[src/sys_cfg_pkg.sv]
// constants shared by the system configuration register and its attribute store
package sys_cfg_pkg;
  // ****************************************
  // register address and field positions
  // ****************************************
  localparam logic [31:0] SYS_CFG_ADDR = 32'hC001_0010;
  localparam int TOP_MEM_HIGH_ENABLE_EN_POS = 21;
  localparam int VAR_DRAM_EN_POS = 20;
  localparam int FIX_MOD_EN_POS = 19;
  localparam int FIX_DRAM_EN_POS = 18;
  localparam int RSVD_HI_LSB = 22;
  localparam int RSVD_LO_MSB = 17;
  localparam logic [3:0] CFG_RESET = 4'h0;

  // ****************************************
  // fixed-range layout below one megabyte
  // ****************************************
  localparam int LOW_MEM_BITS = 20;
  localparam int FIX_64K_CNT = 8;
  localparam int FIX_16K_CNT = 16;
  localparam int FIX_4K_CNT = 64;
  localparam int FIX_RANGES = FIX_64K_CNT + FIX_16K_CNT + FIX_4K_CNT;
  localparam int FIX_IDX_W = 7;
  localparam int ATTR_RD_POS = 1;
  localparam int ATTR_WR_POS = 0;
  localparam logic [1:0] ATTR_RESET = 2'h0;
  localparam int HIGH_MEM_BIT = 32;
endpackage : sys_cfg_pkg

[src/attr_if.sv]
// carrier between the configuration register and the fixed-range attribute store
`timescale 1ns/1ps
interface attr_if #(
  parameter int IDX_W = 7
);
  logic [IDX_W-1:0] sel;
  logic wr;
  logic [1:0] wdata;
  logic [1:0] rdata;
  logic modify_en;
  logic [IDX_W-1:0] look_idx;
  logic [1:0] look_attr;

  modport ctrl (output sel, output wr, output wdata, output modify_en, output look_idx,
    input rdata, input look_attr);
  modport store (input sel, input wr, input wdata, input modify_en, input look_idx,
    output rdata, output look_attr);
endinterface : attr_if

[src/system_configuration_reg.sv]
// system configuration register with fixed-range and top-of-memory steering
//
// Contract
// RL1: register sits at one model register address
// RL2: access only via privileged model register instructions
// RL3: bits 21..18 read/write, others reserved
// RL4: fixed dram enable makes range attributes effective
// RL5: honoured attributes steer fixed ranges as I/O
// RL6: modify enable lets attribute bits read, write
// RL7: modify disabled: writes ignored, reads zero
// RL8: variable enable activates top-of-memory and ranges
// RL9: variable enable clear disables them entirely
// RL10: high top-of-memory works only with its enable
// RL11: enabled top-of-memory marks ranges memory-mapped I/O
// RL12: fixed ranges lie within the lowest megabyte
// RL13: reserved bits read zero, ignore writes
`timescale 1ns/1ps
module system_configuration_reg #(
  parameter int PA_W = 40
) (
  // clock and reset
  input wire logic ref_clk_in,
  input wire logic nrst_in,
  // model register access port
  input wire logic [31:0] msr_addr_in,
  input wire logic msr_rd_in,
  input wire logic msr_wr_in,
  input wire logic msr_priv_in,
  input wire logic [31:0] msr_wdata_in,
  output logic [31:0] msr_rdata_out,
  output logic msr_ack_out,
  output logic msr_fault_out,
  // fixed-range attribute access port
  input wire logic [sys_cfg_pkg::FIX_IDX_W-1:0] attr_sel_in,
  input wire logic attr_rd_in,
  input wire logic attr_wr_in,
  input wire logic [1:0] attr_wdata_in,
  output logic [1:0] attr_rdata_out,
  // physical address classification
  input wire logic phys_valid_in,
  input wire logic [PA_W-1:0] phys_addr_in,
  input wire logic [PA_W-1:0] top_mem_in,
  input wire logic [PA_W-1:0] top_mem_high_in,
  input wire logic var_io_hit_in,
  output logic class_valid_out,
  output logic mmio_out,
  output logic read_to_dram_out,
  output logic write_to_dram_out,
  // enable bits as seen by the memory-typing logic
  output logic top_mem_high_enable_out,
  output logic var_dram_enable_out,
  output logic fixed_attr_modify_enable_out,
  output logic fixed_dram_attr_enable_out
);
  localparam int IDX_W = sys_cfg_pkg::FIX_IDX_W;
  localparam int EN_W = sys_cfg_pkg::TOP_MEM_HIGH_ENABLE_EN_POS - sys_cfg_pkg::FIX_DRAM_EN_POS + 1;
  localparam int TOP_MEM_HIGH_ENABLE_I = sys_cfg_pkg::TOP_MEM_HIGH_ENABLE_EN_POS - sys_cfg_pkg::FIX_DRAM_EN_POS;
  localparam int VAR_I = sys_cfg_pkg::VAR_DRAM_EN_POS - sys_cfg_pkg::FIX_DRAM_EN_POS;
  localparam int MOD_I = sys_cfg_pkg::FIX_MOD_EN_POS - sys_cfg_pkg::FIX_DRAM_EN_POS;
  localparam int FIX_I = 0;
  localparam logic [PA_W-1:0] HIGH_BASE = PA_W'(1) << sys_cfg_pkg::HIGH_MEM_BIT;

  // ****************************************
  // elaboration checks
  // ****************************************
  if (PA_W < sys_cfg_pkg::HIGH_MEM_BIT + 1 || PA_W > 64) begin : g_pa_check
    $error("physical address width must be 33 to 64");
  end
  if ((1 << IDX_W) < sys_cfg_pkg::FIX_RANGES) begin : g_idx_check
    $error("fixed-range index too narrow");
  end

  // ****************************************
  // state
  // ****************************************
  logic [EN_W-1:0] cfg_bits;
  logic [EN_W-1:0] next_cfg_bits;
  logic [31:0] next_rdata;
  logic next_ack;
  logic next_fault;
  logic [1:0] next_attr_rdata;
  logic next_class_valid;
  logic next_mmio;
  logic next_rd_dram;
  logic next_wr_dram;
  logic req;
  logic hit;
  logic [31:0] cfg_word;
  logic low_mem;
  logic above_top;
  logic in_high_window;

  attr_if #(.IDX_W(IDX_W)) attr_bus ();

  // ****************************************
  // fixed-range index of a low address
  // ****************************************
  function automatic logic [IDX_W-1:0] fix_index(input logic [19:0] a);
    logic [IDX_W-1:0] r;
    if (!a[19]) begin
      r = IDX_W'(a[18:16]); // 64K ranges
    end else if (!a[18]) begin
      r = IDX_W'(sys_cfg_pkg::FIX_64K_CNT) + IDX_W'(a[17:14]); // 16K ranges
    end else begin
      r = IDX_W'(sys_cfg_pkg::FIX_64K_CNT + sys_cfg_pkg::FIX_16K_CNT) + IDX_W'(a[17:12]);
    end
    return r;
  endfunction : fix_index

  // ****************************************
  // register word with reserved bits at zero
  // ****************************************
  always_comb begin
    cfg_word = 32'h0; // RL13
    cfg_word[sys_cfg_pkg::TOP_MEM_HIGH_ENABLE_EN_POS:sys_cfg_pkg::FIX_DRAM_EN_POS] = cfg_bits; // RL3
  end

  // ****************************************
  // model register access
  // ****************************************
  always_comb begin
    req = msr_rd_in || msr_wr_in;
    hit = (msr_addr_in == sys_cfg_pkg::SYS_CFG_ADDR); // RL1
    next_cfg_bits = cfg_bits;
    next_rdata = 32'h0;
    next_ack = req;
    next_fault = req && !(hit && msr_priv_in); // RL2
    if (req && hit && msr_priv_in) begin
      if (msr_rd_in) begin
        next_rdata = cfg_word;
      end
      if (msr_wr_in) begin
        next_cfg_bits = msr_wdata_in[sys_cfg_pkg::TOP_MEM_HIGH_ENABLE_EN_POS:sys_cfg_pkg::FIX_DRAM_EN_POS]; // RL3
      end
    end
  end

  always_ff @(posedge ref_clk_in) begin
    if (!nrst_in) begin
      cfg_bits <= sys_cfg_pkg::CFG_RESET;
      msr_rdata_out <= 32'h0;
      msr_ack_out <= 1'b0;
      msr_fault_out <= 1'b0;
    end else begin
      cfg_bits <= next_cfg_bits;
      msr_rdata_out <= next_rdata;
      msr_ack_out <= next_ack;
      msr_fault_out <= next_fault;
    end
  end

  // enables leave straight from the register bits
  assign top_mem_high_enable_out = cfg_bits[TOP_MEM_HIGH_ENABLE_I];
  assign var_dram_enable_out = cfg_bits[VAR_I];
  assign fixed_attr_modify_enable_out = cfg_bits[MOD_I];
  assign fixed_dram_attr_enable_out = cfg_bits[FIX_I];

  // ****************************************
  // fixed-range attribute store
  // ****************************************
  assign attr_bus.sel = attr_sel_in;
  assign attr_bus.wr = attr_wr_in;
  assign attr_bus.wdata = attr_wdata_in;
  assign attr_bus.modify_en = cfg_bits[MOD_I]; // RL6 RL7
  assign attr_bus.look_idx = fix_index(phys_addr_in[sys_cfg_pkg::LOW_MEM_BITS-1:0]); // RL12

  fixed_attr_store #(
    .RANGES(sys_cfg_pkg::FIX_RANGES)
  ) u_attr (
    .ref_clk_in(ref_clk_in),
    .nrst_in(nrst_in),
    .port_if(attr_bus)
  );

  // ****************************************
  // address classification
  // ****************************************
  always_comb begin
    next_attr_rdata = attr_rd_in ? attr_bus.rdata : 2'h0; // RL7
    low_mem = (phys_addr_in[PA_W-1:sys_cfg_pkg::LOW_MEM_BITS] == '0); // RL12
    above_top = cfg_bits[VAR_I] && (phys_addr_in >= top_mem_in); // RL8 RL9
    in_high_window = cfg_bits[TOP_MEM_HIGH_ENABLE_I] && (phys_addr_in >= HIGH_BASE) &&
      (phys_addr_in < top_mem_high_in); // RL10
    next_class_valid = phys_valid_in;
    next_mmio = 1'b0;
    next_rd_dram = 1'b1;
    next_wr_dram = 1'b1;
    if (low_mem) begin
      if (cfg_bits[FIX_I]) begin // RL4
        next_rd_dram = attr_bus.look_attr[sys_cfg_pkg::ATTR_RD_POS]; // RL5
        next_wr_dram = attr_bus.look_attr[sys_cfg_pkg::ATTR_WR_POS]; // RL5
      end
    end else begin
      next_mmio = (above_top && !in_high_window) || (cfg_bits[VAR_I] && var_io_hit_in); // RL11
      next_rd_dram = !next_mmio;
      next_wr_dram = !next_mmio;
    end
  end

  always_ff @(posedge ref_clk_in) begin
    if (!nrst_in) begin
      attr_rdata_out <= 2'h0;
      class_valid_out <= 1'b0;
      mmio_out <= 1'b0;
      read_to_dram_out <= 1'b1;
      write_to_dram_out <= 1'b1;
    end else begin
      attr_rdata_out <= next_attr_rdata;
      class_valid_out <= next_class_valid;
      mmio_out <= next_mmio;
      read_to_dram_out <= next_rd_dram;
      write_to_dram_out <= next_wr_dram;
    end
  end
endmodule : system_configuration_reg

[src/fixed_attr_store.sv]
// read-to-dram and write-to-dram attribute bits of the fixed ranges
`timescale 1ns/1ps
module fixed_attr_store #(
  parameter int RANGES = 88
) (
  // clock and reset
  input wire logic ref_clk_in,
  input wire logic nrst_in,
  // attribute access and lookup
  attr_if.store port_if
);
  logic [1:0] attr [RANGES];
  logic [1:0] next_attr [RANGES];

  // an empty store cannot serve any lookup
  if (RANGES < 1) begin : g_ranges_check
    $error("attribute store needs at least one range");
  end

  // ****************************************
  // update, gated by the modify enable
  // ****************************************
  always_comb begin
    next_attr = attr;
    if (port_if.wr && port_if.modify_en && (int'(port_if.sel) < RANGES)) begin // RL6 RL7
      next_attr[port_if.sel] = port_if.wdata;
    end
  end

  always_ff @(posedge ref_clk_in) begin
    if (!nrst_in) begin
      for (int i = 0; i < RANGES; i++) begin
        attr[i] <= sys_cfg_pkg::ATTR_RESET;
      end
    end else begin
      attr <= next_attr;
    end
  end

  // reads return zero while modification is off
  assign port_if.rdata = (port_if.modify_en && (int'(port_if.sel) < RANGES)) ?
    attr[port_if.sel] : 2'h0; // RL7
  assign port_if.look_attr = attr[port_if.look_idx];
endmodule : fixed_attr_store

[config.mk]
export PLATFORM = sky130hd
export DESIGN_NAME = system_configuration_reg
export DESIGN_NICKNAME = d
export VERILOG_FILES = /design/src/sys_cfg_pkg.sv /design/src/attr_if.sv /design/src/system_configuration_reg.sv /design/src/fixed_attr_store.sv
export SDC_FILE = /design/constraint.sdc
export NUM_CORES = 1
export LEC_CHECK = 0
export BUFFER_PORTS_ARGS = -buffer_cell sky130_fd_sc_hd__buf_2
export CORE_ASPECT_RATIO = 0.6
export CORE_MARGIN = 1
export CORE_UTILIZATION = 35
export CTS_CLUSTER_DIAMETER = 40
export DETAILED_ROUTE_END_ITERATION = 7
export SYNTH_ARGS = -nofsm -noshare
export SYNTH_HDL_FRONTEND = slang
export SYNTH_SLANG_ARGS = --single-unit
export TNS_END_PERCENT = 50
[constraint.sdc]
create_clock -name ref_clk_in -period 3.1 [get_ports ref_clk_in]
set_clock_uncertainty 0.2 [all_clocks]
set_input_delay 0.31 -clock ref_clk_in [delete_from_list [all_inputs] [get_ports ref_clk_in]]
set_output_delay 0.31 -clock ref_clk_in [all_outputs]
set_load 0.01 [all_outputs]
# Yosys cells after proc, flatten, opt, wreduce, memory -nomap -nowiden
# Cells that the tools add are included.
[word_totals]
register_bits = 220
input_bits = 202
output_inout_bits = 44
elab_cells = 150
[op_classes]
add_sub_neg = 2
magnitude_cmp = 7
n_eq_ne = 1
muxes = 15
bitwise = 3
n_reduce_logical = 24
[ops]
columns = ["cell", "count"]
rows = [
  ["$bwmux W176", 1],
  ["$ge A40 B33 Y1 const B", 1],
  ["$ge A40 B40 Y1", 1],
  ["$lt A40 B40 Y1", 1],
  ["$eq A32 B32 Y1 const B", 1],
  ["$bmux W2 S7", 2],
  ["$logic_not A20 Y1", 1],
  ["$ge A8 B8 Y1 const B", 2],
  ["$not A7 Y8", 2],
  ["$demux W2 S7", 1],
  ["$mux W7", 2],
  ["$logic_and A1 B1 Y1", 13],
  ["$mux W2", 5],
  ["$lt A8 B1 Y1 const B", 1],
  ["$add A5 B6 Y7 const A", 1],
  ["$lt A7 B7 Y1 const B", 1],
  ["$reduce_and A3 Y1", 2],
  ["$add A4 B4 Y5 const A", 1],
  ["$mux W1", 4],
  ["$reduce_and A2 Y1", 2],
  ["$logic_not A1 Y1", 3],
  ["$logic_or A1 B1 Y1", 2],
  ["$reduce_or A2 Y1", 1],
  ["$not A1 Y1", 1],
]

# Logic depth before layout (Yosys ltp)
# Gate-level depths: netlist of run 1.
[depth]
ltp_word = 9
mapped_depth = 12
depth_no_buf = 10

# Modules after synthesis
# Synthesis of run 1 repeated with hierarchy kept, for this count alone.
[hier_totals]
hier_cells = 1628
hier_area_um2 = 13311.5
[modules_own_cells]
columns = ["module", "instances", "cells_per_inst", "area_per_inst_um2", "seq_area_each_um2"]
rows = [
  ["fixed_attr_store", 1, 1220, 10309.9, 3523.4],
  ["system_configuration_reg", 1, 408, 3001.6, 320.3],
]

# Least setup slack after synthesis of run 1
# No wires, ideal clock.
[synth_timing]
path_type = "input port to flip-flop"
start = "in phys_addr_in[19]"
end = "reg read_to_dram_out"
setup_time_ps = 132
t_arrival_ps = 2130
t_required_ps = 2768
path_slack_ps = 638
path_stages = 9
n_path_buf = 1
cell_sequence = "buf_2 -> nor2_1 -> a21oi_4 -> mux4_2 -> or3_1 -> o311ai_1 -> a211oi_1 -> a311oi_1 -> o211ai_1"
[synth_via]
elab_chain_len = 8
word_cells_on_any_way = 17
cone_classes = "order compare (3); mux (6); bitwise (1); reduce/logical (7)"
[synth_rtl]
columns = ["element", "line", "source"]
rows = [
  ["from (decl)", "system_configuration_reg.sv:41", "input wire logic [PA_W-1:0] phys_addr_in,"],
  ["$ge A40 B33 Y1", "system_configuration_reg.sv:182", "in_high_window = cfg_bits[TOP_MEM_HIGH_ENABLE_I] && (phys_addr_in >= HIGH_BASE) &&"],
  ["$logic_and A1 B1 Y1 (2 in a row)", "system_configuration_reg.sv:182", ""],
  ["$logic_not A1 Y1", "system_configuration_reg.sv:194", "next_mmio = (above_top && !in_high_window) || (cfg_bits[VAR_I] && var_io_hit_in);"],
  ["$logic_and A1 B1 Y1", "system_configuration_reg.sv:194", ""],
  ["$logic_or A1 B1 Y1", "system_configuration_reg.sv:194", ""],
  ["$logic_not A1 Y1", "system_configuration_reg.sv:195", "next_rd_dram = !next_mmio;"],
  ["$mux W1 *", "system_configuration_reg.sv:188", "if (low_mem) begin"],
  ["to (signal assigned)", "system_configuration_reg.sv:211", "read_to_dram_out <= next_rd_dram;"],
  ["to (decl)", "system_configuration_reg.sv:47", "output logic read_to_dram_out,"],
]
# Mark *: on every way between the ends. The rest lies on a longest branch, timed or not. The select of a mux whose other input is x is not followed.
# A chain may end at the register's enable or synchronous reset.

# Final worst setup path of run 1
[layout_timing]
start = "in phys_addr_in[19]"
end = "reg write_to_dram_out"
[layout_via]
elab_chain_len = 8
word_cells_on_any_way = 17
cone_classes = "order compare (3); mux (6); bitwise (1); reduce/logical (7)"
[layout_rtl]
columns = ["element", "line", "source"]
rows = [
  ["$ge A40 B33 Y1", "system_configuration_reg.sv:182", ""],
  ["$logic_and A1 B1 Y1 (2 in a row)", "system_configuration_reg.sv:182", ""],
  ["$logic_not A1 Y1", "system_configuration_reg.sv:194", ""],
  ["$logic_and A1 B1 Y1", "system_configuration_reg.sv:194", ""],
  ["$logic_or A1 B1 Y1", "system_configuration_reg.sv:194", ""],
  ["$logic_not A1 Y1", "system_configuration_reg.sv:196", "next_wr_dram = !next_mmio;"],
  ["$mux W1 *", "system_configuration_reg.sv:188", ""],
  ["to (signal assigned)", "system_configuration_reg.sv:212", "write_to_dram_out <= next_wr_dram;"],
  ["to (decl)", "system_configuration_reg.sv:48", "output logic write_to_dram_out,"],
]
# Marks and branches as above.

==> flow_summary_export.csv, run 1 <==
group,metric,value,unit
run_status,status,"finished clean",
critical_path,worst-path-stages,11,
grt,grt_pass1_vias,11581,
run,drv_cap,0,
logic_synthesis,synth-edff-count,0,
routing,drt_iter0_markers,1476,
grt,gr-usage-all-layers,23.9,%
power,powerDensity,409,mW/mm^2
floorplan,io_pins,246,
logic_synthesis,synth_top_area_cell,"dfxtp_1",
critical_path,cp-start-kind,"primary input",
floorplan,core_area,0.0351,sq mm
clock_tree,cts-buffers-inserted,17,
critical_path,critical_path_class,"primary input to flip-flop",
power,power.leakage,0.00570,uW
floorplan,die_w,246,um
critical_path,crit_path_end_kind,"flip-flop",
critical_path,path_buf_inv,3,
placed_design,dpl.hpwl,32.0,mm
logic_synthesis,ys.flop_type,"dfxtp_1",
routing,remaining_drc_errors,0,
routing,wl,44.8,mm
logic_synthesis,post-synth-top-count-cell,"nand2_1",
final_layout,num-nets-final,2070,
clock_tree,cts_resized,0,
grt,antenna_found_initial,1,
timing,rsz0062_at_grt,"no",
logic_synthesis,ys_seq_elements,192,
clock_tree,clkSinkCount,192,
routing,vias,13090,
logic_synthesis,synth.cell_area,0.0125,sq mm
floorplan,start_util,35.7,%
timing,finalCritPeriodShare,81.9,%
floorplan,rows,53,
timing,fmax,394,MHz
final_layout,fin_cells,2268,
logic_synthesis,syn_inst,1644,
timing,slew_viol_final,0,
logic_synthesis,synthArstFlopShare,0,%
grt,overflow,0,
grt,grt_max_degree,100,
clock_tree,cts_root_buf,"clkbuf_16",
clock_tree,clkTransAtPathRegs,0.08,ns
critical_path,required,3.23,ns
critical_path,critical-path-top-delay-family,"compound AO/OA/AOI/OAI gates",
grt,grt_pass1_wl,67.4,mm
final_layout,final_layout_size_suffix_gt1_share,18.1,%
routing,drt_pass1_iterations,6,
placed_design,port_buffers,189,
critical_path,critPathMaxStageDelay,0.50,ns
logic_synthesis,ys_top_cells_by_area,"dfxtp_1 (31%), nand2_1 (8.5%), a21oi_1 (8.4%)",
logic_synthesis,synth_area_per_cell,7.61,sq um
clock_tree,htree_num_levels,4,
critical_path,reg2regPathDepth,8,
timing,min_period,2.54,ns
worst_hold_path,hold_depth,3,
logic_synthesis,synth_common_cells,"nand2_1 (282), a21oi_1 (209), dfxtp_1 (192)",
clock_tree,cts_tree,"built",
timing,slew_headroom,44.0,%
power,irDropWorstVdd,0.396,mV
floorplan,dieArea,0.0365,sq mm
logic_synthesis,ys_warn_count,0,
routing,ant_nets,0,
logic_synthesis,yosysTopAreaCellShare,30.7,%
clock_tree,post_cts_buffers,0,
worst_hold_path,hold_path_class,"primary input to flip-flop",
critical_path,crit_chain,"buf_2 -> nor2_1 -> a21oi_4 -> buf_12 -> mux4_2 -> mux2i_1 -> buf_4 -> o211ai_1 -> nand4_1 -> a41o_1 -> o211ai_1",
clock_tree,cts.path.max_buffers,2,
timing,setup_viol,0,
logic_synthesis,ys_types,67,
routing,wl_per_cell,19.8,um
critical_path,crit_path_max_fanout,17,
logic_synthesis,ys_seq_area_share,30.7,%
critical_path,timing.critical_path.mode_cell,"o211ai_1",
floorplan,die_h,148,um
final_layout,antenna_cells,0,
final_layout,synthToLayoutAreaGrowth,18.2,%
timing,hold_viol_final,0,
routing,avgViaCountPerCell,5.77,
timing,tightest_slew,0.838,ns
clock_tree,clk_latency,0.46,ns
timing,tns,0,ns
critical_path,arrival,2.67,ns
placed_design,gp_congestion,0.953,
placed_design,placed_cells,2228,
critical_path,slowest_stage,"mux4_2",
clock_tree,holdBufCountCts,8,
[flip-flops by register name, summed over array words and instances, names as in the netlist]
| signal | flops |
|---|---|
| msr_fault_out | 1 |
| mmio_out | 1 |
| write_to_dram_out | 1 |
| class_valid_out | 1 |
| attr_rdata_out | 2 |
| msr_rdata_out | 4 |
| read_to_dram_out | 1 |
| cfg_bits | 4 |
| msr_ack_out | 1 |
| u_attr.attr | 176 |
[routing by layer]
layer	GRT usage, %	routed length [um]
met3	6.06	5300
met1	36.8	21000
met5	0	0
met2	32.9	18000
met4	4.84	496
[where the power goes]
group	switching, uW	internal [uW]
clock	1100	1580
sequential	0.558	2470
combinational	568	337
[worst min-delay path, delay by kind of cell]
family	cells	cell delay, ns
AOI/OAI and AO/OA	1	0.14
buffers and inverters	1	0.15
and+or+nand+nor	1	0.04
[path summary, 6_finish.rpt]
| check | start | endpoint | slack (ns) |
|---|---|---|---|
| setup / recovery | phys_addr_in[19] | write_to_dram_out | 0.56 |
| hold / removal | attr_sel_in[6] | attr_rdata_out[0] | 0.04 |
| setup reg to reg | u_attr.attr[113] | read_to_dram_out | 0.88 |
| hold reg to reg | u_attr.attr[35] | u_attr.attr[35] | 0.27 |
[cell type report]
class	instances	area, sq um
repair buffers	254	1630
inverters	87	329
multi-input cells	1236	7700
fillers	3578	20300
clock buffers	19	453
well taps	467	584
clock inverters	13	244
flip-flops and latches	192	3840
[logic make-up (layout without fill, tap and decap cells)]
logic type | Yosys count | after routing | share of synthesized area, %
simple gates | 584 | 584 | 21.2
compound gates | 488 | 488 | 23.2
buf+inv | 243 | 373 | 8.90
flops | 192 | 192 | 30.7
fa+ha+maj | 80 | 80 | 8.00
mux | 55 | 55 | 7.88
other cells | 1 | 28 | 0.0300
xor+xnor | 1 | 1 | 0.0700
[per-stage QoR]
step           setup WS, ns  utilization [%]  total power [uW]  cell area (sq um)  hold slack [ns]
4_1_cts               0.623             42.1              6060              14800           0.0332
5_1_grt               0.492             42.1              6240              14800           0.0622
3_3_place_gp          0.223             39.9              3390              14000            0.262
3_5_place_dp          0.171             39.9              3400              14000            0.263
2_1_floorplan         0.638                -              3050              12600            0.232
6_report              0.560             42.1              6050              14800           0.0362
[cells in the final DEF, fill, tap and decap left out, types with 11 or more instances in the layout]
cell type  count
a21o_1        21
a21oi_1      209
a22oi_1       90
buf_12        14
buf_2        189
buf_4         43
clkbuf_16     17
conb_1        28
dfxtp_1      192
ha_1          80
inv_1         86
mux2i_1       21
mux4_2        30
nand2_1      282
nand3_1      106
nand4_1       44
nor2_1        81
nor4_1        11
o21ai_0      114
Note: power is estimated with default switching activity, not from simulation.
==> inputs of run 2 (changes only) <==
ABC_AREA = 1   (was not set)
clock period = 2.5 ns   (was 3.1 ns; I/O delays follow)
==> run 2 against run 1 <==
Worst hold slack gained 0.021 ns. Via count grew 6.0%. Synthesized cell count grew 16%. Register-to-register slack lost 0.29 ns. Total power grew 21%. Critical path depth grew 1. Die area shrank 0.19%. Highest routed layer unchanged.
==> flow_summary_export.csv, run 2 <==
group,metric,value,unit
logic_synthesis,synth-adder-area-share,8.02,%
final_layout,num-nets-final,2381,
clock_tree,cts_root_buf,"clkbuf_16",
timing,tns,0,ns
logic_synthesis,yosysTopAreaCellShare,30.8,%
power,powerDensity,490,mW/mm^2
routing,wl,45.7,mm
run,drv_cap,0,
grt,grt_pass1_wl,70.5,mm
clock_tree,clkSinkCount,192,
timing,min_period,2.05,ns
grt,grt_pass1_vias,12548,
critical_path,crit_path_end_kind,"flip-flop",
logic_synthesis,synth_top_area_cell,"dfxtp_1",
final_layout,final_layout_size_suffix_gt1_share,14.4,%
logic_synthesis,synth_common_cells,"nand2_1 (280), inv_1 (271), a21oi_1 (209)",
logic_synthesis,synth_compound_area_share,22.7,%
logic_synthesis,syn_inst,1907,
critical_path,arrival,2.21,ns
grt,grt_max_degree,115,
timing,hold_viol_final,0,
floorplan,io_pins,246,
timing,slew_viol_final,0,
critical_path,critical_path_class,"primary input to flip-flop",
clock_tree,cts.path.max_buffers,2,
logic_synthesis,synth.cell_area,0.0125,sq mm
final_layout,fin_area,0.0149,sq mm
final_layout,largest_reg_flops,176,
placed_design,gp_congestion,0.934,
worst_hold_path,hold_depth,5,
final_layout,post-route-util,42.5,%
grt,gr-usage-all-layers,24.8,%
logic_synthesis,synthMuxAreaShare,0,%
timing,holdWs,0.0575,ns
final_layout,largest_registers,"u_attr.attr (176), cfg_bits (4), msr_rdata_out (4)",
logic_synthesis,ys.flop_type,"dfxtp_1",
timing,setup_viol,0,
logic_synthesis,synth-xor-area-share,0,%
routing,avgViaCountPerCell,5.37,
critical_path,r2r_slack,0.59,ns
logic_synthesis,ys_types,38,
logic_synthesis,synth_top_family_by_area,"simple AND/OR/NAND/NOR gates",
clock_tree,clkTransAtPathRegs,0.07,ns
critical_path,reg2reg_to,"u_attr.attr[151]",
routing,wl_per_cell,17.7,um
logic_synthesis,ys_seq_elements,192,
critical_path,r2r-start,"cfg_bits[1]",
placed_design,port_buffers,189,
critical_path,reg2regPathDepth,10,
power,irDropWorstVdd,0.446,mV
logic_synthesis,synth-simple-area-share,25.0,%
logic_synthesis,synthArstFlopShare,0,%
routing,ant_nets,0,
timing,rsz0062_at_grt,"no",
routing,drt_pass1_iterations,6,
worst_hold_path,hold_path_class,"primary input to flip-flop",
final_layout,synthToLayoutAreaGrowth,19.5,%
grt,overflow,0,
logic_synthesis,synth_area_per_cell,6.55,sq um
logic_synthesis,ys_warn_count,0,
timing,slew_headroom,31.8,%
logic_synthesis,ys_top_cells_by_area,"dfxtp_1 (31%), nand2_1 (8.4%), a21oi_1 (8.4%)",
routing,drt_iter0_markers,1552,
final_layout,final.fill_count,3630,
placed_design,dpl.hpwl,34.0,mm
final_layout,final_common_cell,"nand2_1",
critical_path,cp-start-kind,"primary input",
floorplan,die_w,246,um
clock_tree,cts_resized,0,
timing,finalCritPeriodShare,81.9,%
worst_hold_path,worst_hold_path.endpoint,"mmio_out",
run_status,status,"finished clean",
final_layout,top_register,"u_attr.attr",
routing,remaining_drc_errors,0,
critical_path,crit_path_max_fanout,7,
logic_synthesis,ys_seq_area_share,30.8,%
floorplan,core_area,0.0351,sq mm
routing,vias,13869,
logic_synthesis,post-synth-top-count-cell,"nand2_1",
floorplan,rows,53,
clock_tree,cts-buffers-inserted,17,
grt,antenna_found_initial,0,
floorplan,start_util,35.6,%
timing,tightest_slew,1.02,ns
placed_design,place_ws,0.119,ns
floorplan,die_h,148,um
power,power.leakage,0.00668,uW
final_layout,layout_common_cells,"nand2_1 (280), inv_1 (271), a21oi_1 (209)",
timing,worst_slack,0.452,ns
clock_tree,cts_tree,"built",
floorplan,dieArea,0.0365,sq mm
logic_synthesis,synth-edff-count,0,
clock_tree,clk_latency,0.46,ns
clock_tree,htree_num_levels,4,
critical_path,required,2.66,ns
placed_design,place_area,0.0142,sq mm
worst_hold_path,worstHoldStart,"phys_addr_in[30]",
timing,fmax,488,MHz
-- run 2: cell types whose count changed after synthesis, moves of 21 or more --
cell,delta
a211oi_1,+23
a22oi_1,-78
clkbuf_1,-35
inv_1,+184
mux2i_1,-21
mux4_2,-30
nand3_1,+93
nand4_1,-28
nor2_1,+102
o21ai_0,+63
o22ai_1,+37
-- run 2: power by group --
part | switching [uW] | internal, uW
combinational | 854 | 482
clock | 1310 | 1600
sequential | 0.650 | 3060
total | 2170 | 5140
-- run 2: worst max path at each step --
stage	startpoint	endpoint	slack [ns]	depth (start not counted)
2_1_floorplan	attr_sel_in[2]	attr_rdata_out[1]	0.63	13
3_3_place_gp	attr_sel_in[2]	attr_rdata_out[1]	0.12	12
3_5_place_dp	attr_sel_in[2]	attr_rdata_out[1]	0.12	12
4_1_cts	attr_sel_in[2]	attr_rdata_out[1]	0.59	12
5_1_grt	cfg_bits[1]	u_attr.attr[67]	0.35	10
6_report	attr_sel_in[2]	attr_rdata_out[1]	0.45	12
-- run 2: repair_timing --
item | CTS | global route
hold endpoints to repair | 19 | 0
buffers inserted | 0 | 0
hold buffers | 10 | 0
-- run 2: final cells by class --
cell class                      count  area [sq um]  share of cell area (%)
Inverter                          278          1040                    7.00
Timing Repair Buffer              268          1770                    11.8
Antenna cell                        3          7.51                  0.0503
Tap cell                          467           584                    3.92
Clock buffer                       19           443                    2.97
Clock inverter                     13           159                    1.07
Sequential cell                   192          3840                    25.8
Multi-Input combinational cell   1342          7070                    47.4
-- run 2: kinds of logic (layout without fill, tap and decap cells) --
family | count (synthesis) | count (layout)
compound gates | 512 | 512
other cells | 1 | 31
fa+ha+maj | 80 | 80
buf+inv | 400 | 578
flops | 192 | 192
simple gates | 722 | 722
-- run 2: through the flow --
| stage | total power [uW] | cells |
|---|---|---|
| 6_report | 7310 | 2582 |
| 5_1_grt | 7600 | 2579 |
| 2_1_floorplan | 3910 | 1934 |
| 3_5_place_dp | 4420 | 2537 |
| 4_1_cts | 7320 | 2579 |
| 3_3_place_gp | 4390 | 2537 |
-- run 2: critical path, stage by stage --
cell and delay (ns):
buf_2 0.14, nand3_1 0.33, inv_1 0.30, buf_4 0.26, a21oi_1 0.17, o211ai_1 0.20, nand2_1 0.12, nand4_1 0.11
nand2_1 0.10, nand3_1 0.10, nand2_1 0.08, inv_1 0.03
-- run 2: layer usage --
metal,global-route usage [%],vias up,wire length [um]
li1,-,6752,-
met1,39.2,6331,22300
met2,32.8,736,17700
met3,6.33,50,5220
met4,4.19,0,441
met5,0,-,0
==> inputs of run 3 (changes only) <==
clock period = 1.7 ns   (was 2.5 ns; I/O delays follow)
==> run 3 against run 2 <==
The run now ends with setup timing left. Critical path depth fell by 1. Total power up 52%. Combinational power grew 100%. Non-clock buffer count is 195 higher. Largest power group unchanged. Highest routed layer is now met5.
==> flow_summary_export.csv, run 3 (synthesis gave the netlist of run 2 again) <==
group,metric,value,unit
run_status,status,"finished with violations",
run_status,violations,"setup timing",
floorplan,die_h,148,um
run,drv_cap,0,
routing,drt_pass1_iterations,6,
grt,overflow,0,
final_layout,layout_common_cells,"nand2_1 (254), inv_1 (239), buf_4 (204)",
routing,ant_nets,0,
floorplan,rows,53,
final_layout,fin_area,0.0182,sq mm
grt,grt_pass1_vias,13415,
grt,grt.busiest_layer,"met1",
grt,antenna_found_initial,4,
critical_path,worst-path-stages,11,
grt,met1_usage,44.0,%
critical_path,timing.critical_path.mode_cell,"buf_12",
clock_tree,cts.path.max_buffers,2,
final_layout,largest_registers,"u_attr.attr (176), cfg_bits (4), msr_rdata_out (4)",
final_layout,largest_reg_flops,176,
critical_path,critical-path-top-delay-family,"buffers and inverters",
grt,use_met3,8.41,%
timing,min_period,1.88,ns
floorplan,core_area,0.0351,sq mm
clock_tree,cts_tree,"built",
placed_design,dpl.hpwl,39.1,mm
timing,rsz0062_at_grt,"yes",
final_layout,synthToLayoutAreaGrowth,45.7,%
routing,vias,15065,
critical_path,crit_chain,"inv_4 -> a21oi_4 -> nand2_4 -> inv_8 -> buf_12 -> buf_12 -> nand3_4 -> buf_12 -> nor2_4 -> buf_6 -> a21oi_2",
worst_hold_path,hold_path_class,"primary input to flip-flop",
routing,wl_per_cell,19.2,um
grt,met2_usage,34.8,%
clock_tree,clkTransAtPathRegs,0.07,ns
placed_design,place_area,0.0156,sq mm
timing,fmax,531,MHz
floorplan,die_w,246,um
clock_tree,cts-buffers-inserted,17,
grt,grt_max_degree,48,
power,power.leakage,0.00795,uW
timing,setup_viol,135,
final_layout,num-nets-final,2576,
floorplan,start_util,35.6,%
critical_path,critPathMaxStageDelay,0.36,ns
grt,grt_pass1_wl,77.2,mm
placed_design,port_buffers,189,
critical_path,slowest_stage,"dfxtp_2",
critical_path,crit_path_end_kind,"flip-flop",
clock_tree,clk_latency,0.46,ns
routing,remaining_drc_errors,0,
routing,drt_iter0_markers,1647,
floorplan,dieArea,0.0365,sq mm
routing,avgViaCountPerCell,5.43,
timing,worst_slack,-0.183,ns
floorplan,io_pins,246,
timing,hold_viol_final,0,
final_layout,post-route-util,51.8,%
critical_path,path_buf_inv,6,
final_layout,regArea,0.00386,sq mm
power,powerDensity,610,mW/mm^2
worst_hold_path,hold_depth,4,
clock_tree,htree_num_levels,4,
final_layout,final.fill_count,3342,
timing,finalCritPeriodShare,111,%
critical_path,critical_path_class,"flip-flop to flip-flop",
final_layout,multiInputGateArea,0.00838,sq mm
placed_design,gp_congestion,0.993,
final_layout,final_common_cell,"nand2_1",
clock_tree,clkSinkCount,192,
final_layout,final_layout_size_suffix_gt1_share,32.0,%
clock_tree,cts_root_buf,"clkbuf_16",
critical_path,cp-start-kind,"flip-flop",
timing,slew_viol_final,0,
power,irDropWorstVdd,0.743,mV
critical_path,crit_path_max_fanout,8,
critical_path,arrival,2.03,ns
routing,wl,53.3,mm
final_layout,top_register,"u_attr.attr",
grt,gr-usage-all-layers,27.5,%
critical_path,required,1.84,ns
critical_path,reg2regPathDepth,11,
==> run 3: metal layers <==
layer	vias up	wire length, um	part of all wire [%]
li1	7163	-	-
met1	7064	25900	49
met2	757	20600	39
met3	77	6150	12
met4	4	663	1.2
met5	-	26	0.049
==> run 3: final cells by class <==
cell class                 instances  share of cell area, %
clock buffer                      21                   2.53
inverter                         278                   5.95
antenna                            2                 0.0275
sequential                       192                   21.2
tap                              467                   3.21
timing repair buffer             463                   20.5
multi-input combinational       1342                   46.1
clock inverter                    11                  0.447
==> run 3: path summary, 6_finish.rpt <==
| check | from | endpoint | slack [ns] |
|---|---|---|---|
| setup reg to reg | cfg_bits[1] | u_attr.attr[70] | -0.18 |
| hold reg to reg | cfg_bits[3] | msr_rdata_out[21] | 0.30 |
| hold / removal | attr_wdata_in[0] | u_attr.attr[118] | 0.007 |
| setup / recovery | cfg_bits[1] | u_attr.attr[70] | -0.18 |
==> run 3: timing repair <==
action / in CTS / in global routing
gates resized for setup: 133 / 289
setup buffers: 5 / 31
gates cloned: 0 / 10
setup endpoints to repair: 180 / 185
hold buffers: 12 / 1
hold endpoints to repair: 26 / 4
pin swaps: 6 / 84
==> run 3: metrics by stage <==
step / power (uW) / hold slack (ns) / setup WS (ns) / TNS [ns] / std cells
after floorplan: 5760 / 0.0676 / -0.0749 / -0.150 / 1934
after global placement: 6710 / 0.154 / -0.716 / -43.27 / 2684
after detailed placement: 6740 / 0.177 / -0.714 / -47.26 / 2684
after CTS: 10600 / 0.0129 / -0.157 / -9.27 / 2733
after global routing: 11500 / 0.0236 / -0.282 / -22.73 / 2776
final: 11100 / 0.00732 / -0.183 / -9.50 / 2776
==> run 3: worst register-to-register path, delay by kind of cell (launching register included) <==
kind	cells	cell delay, ns
AO/OA/AOI/OAI	2	0.19
buffers and inverters	6	0.67
flip-flops	1	0.36
AND/OR/NAND/NOR	3	0.36
==> run 3: power breakdown <==
group / switching [uW] / total (uW) / internal (uW)
combinational: 1580 / 2720 / 1140
sequential: 1.14 / 4500 / 4500
clock: 1900 / 3870 / 1970
total: 3480 / 11100 / 7610
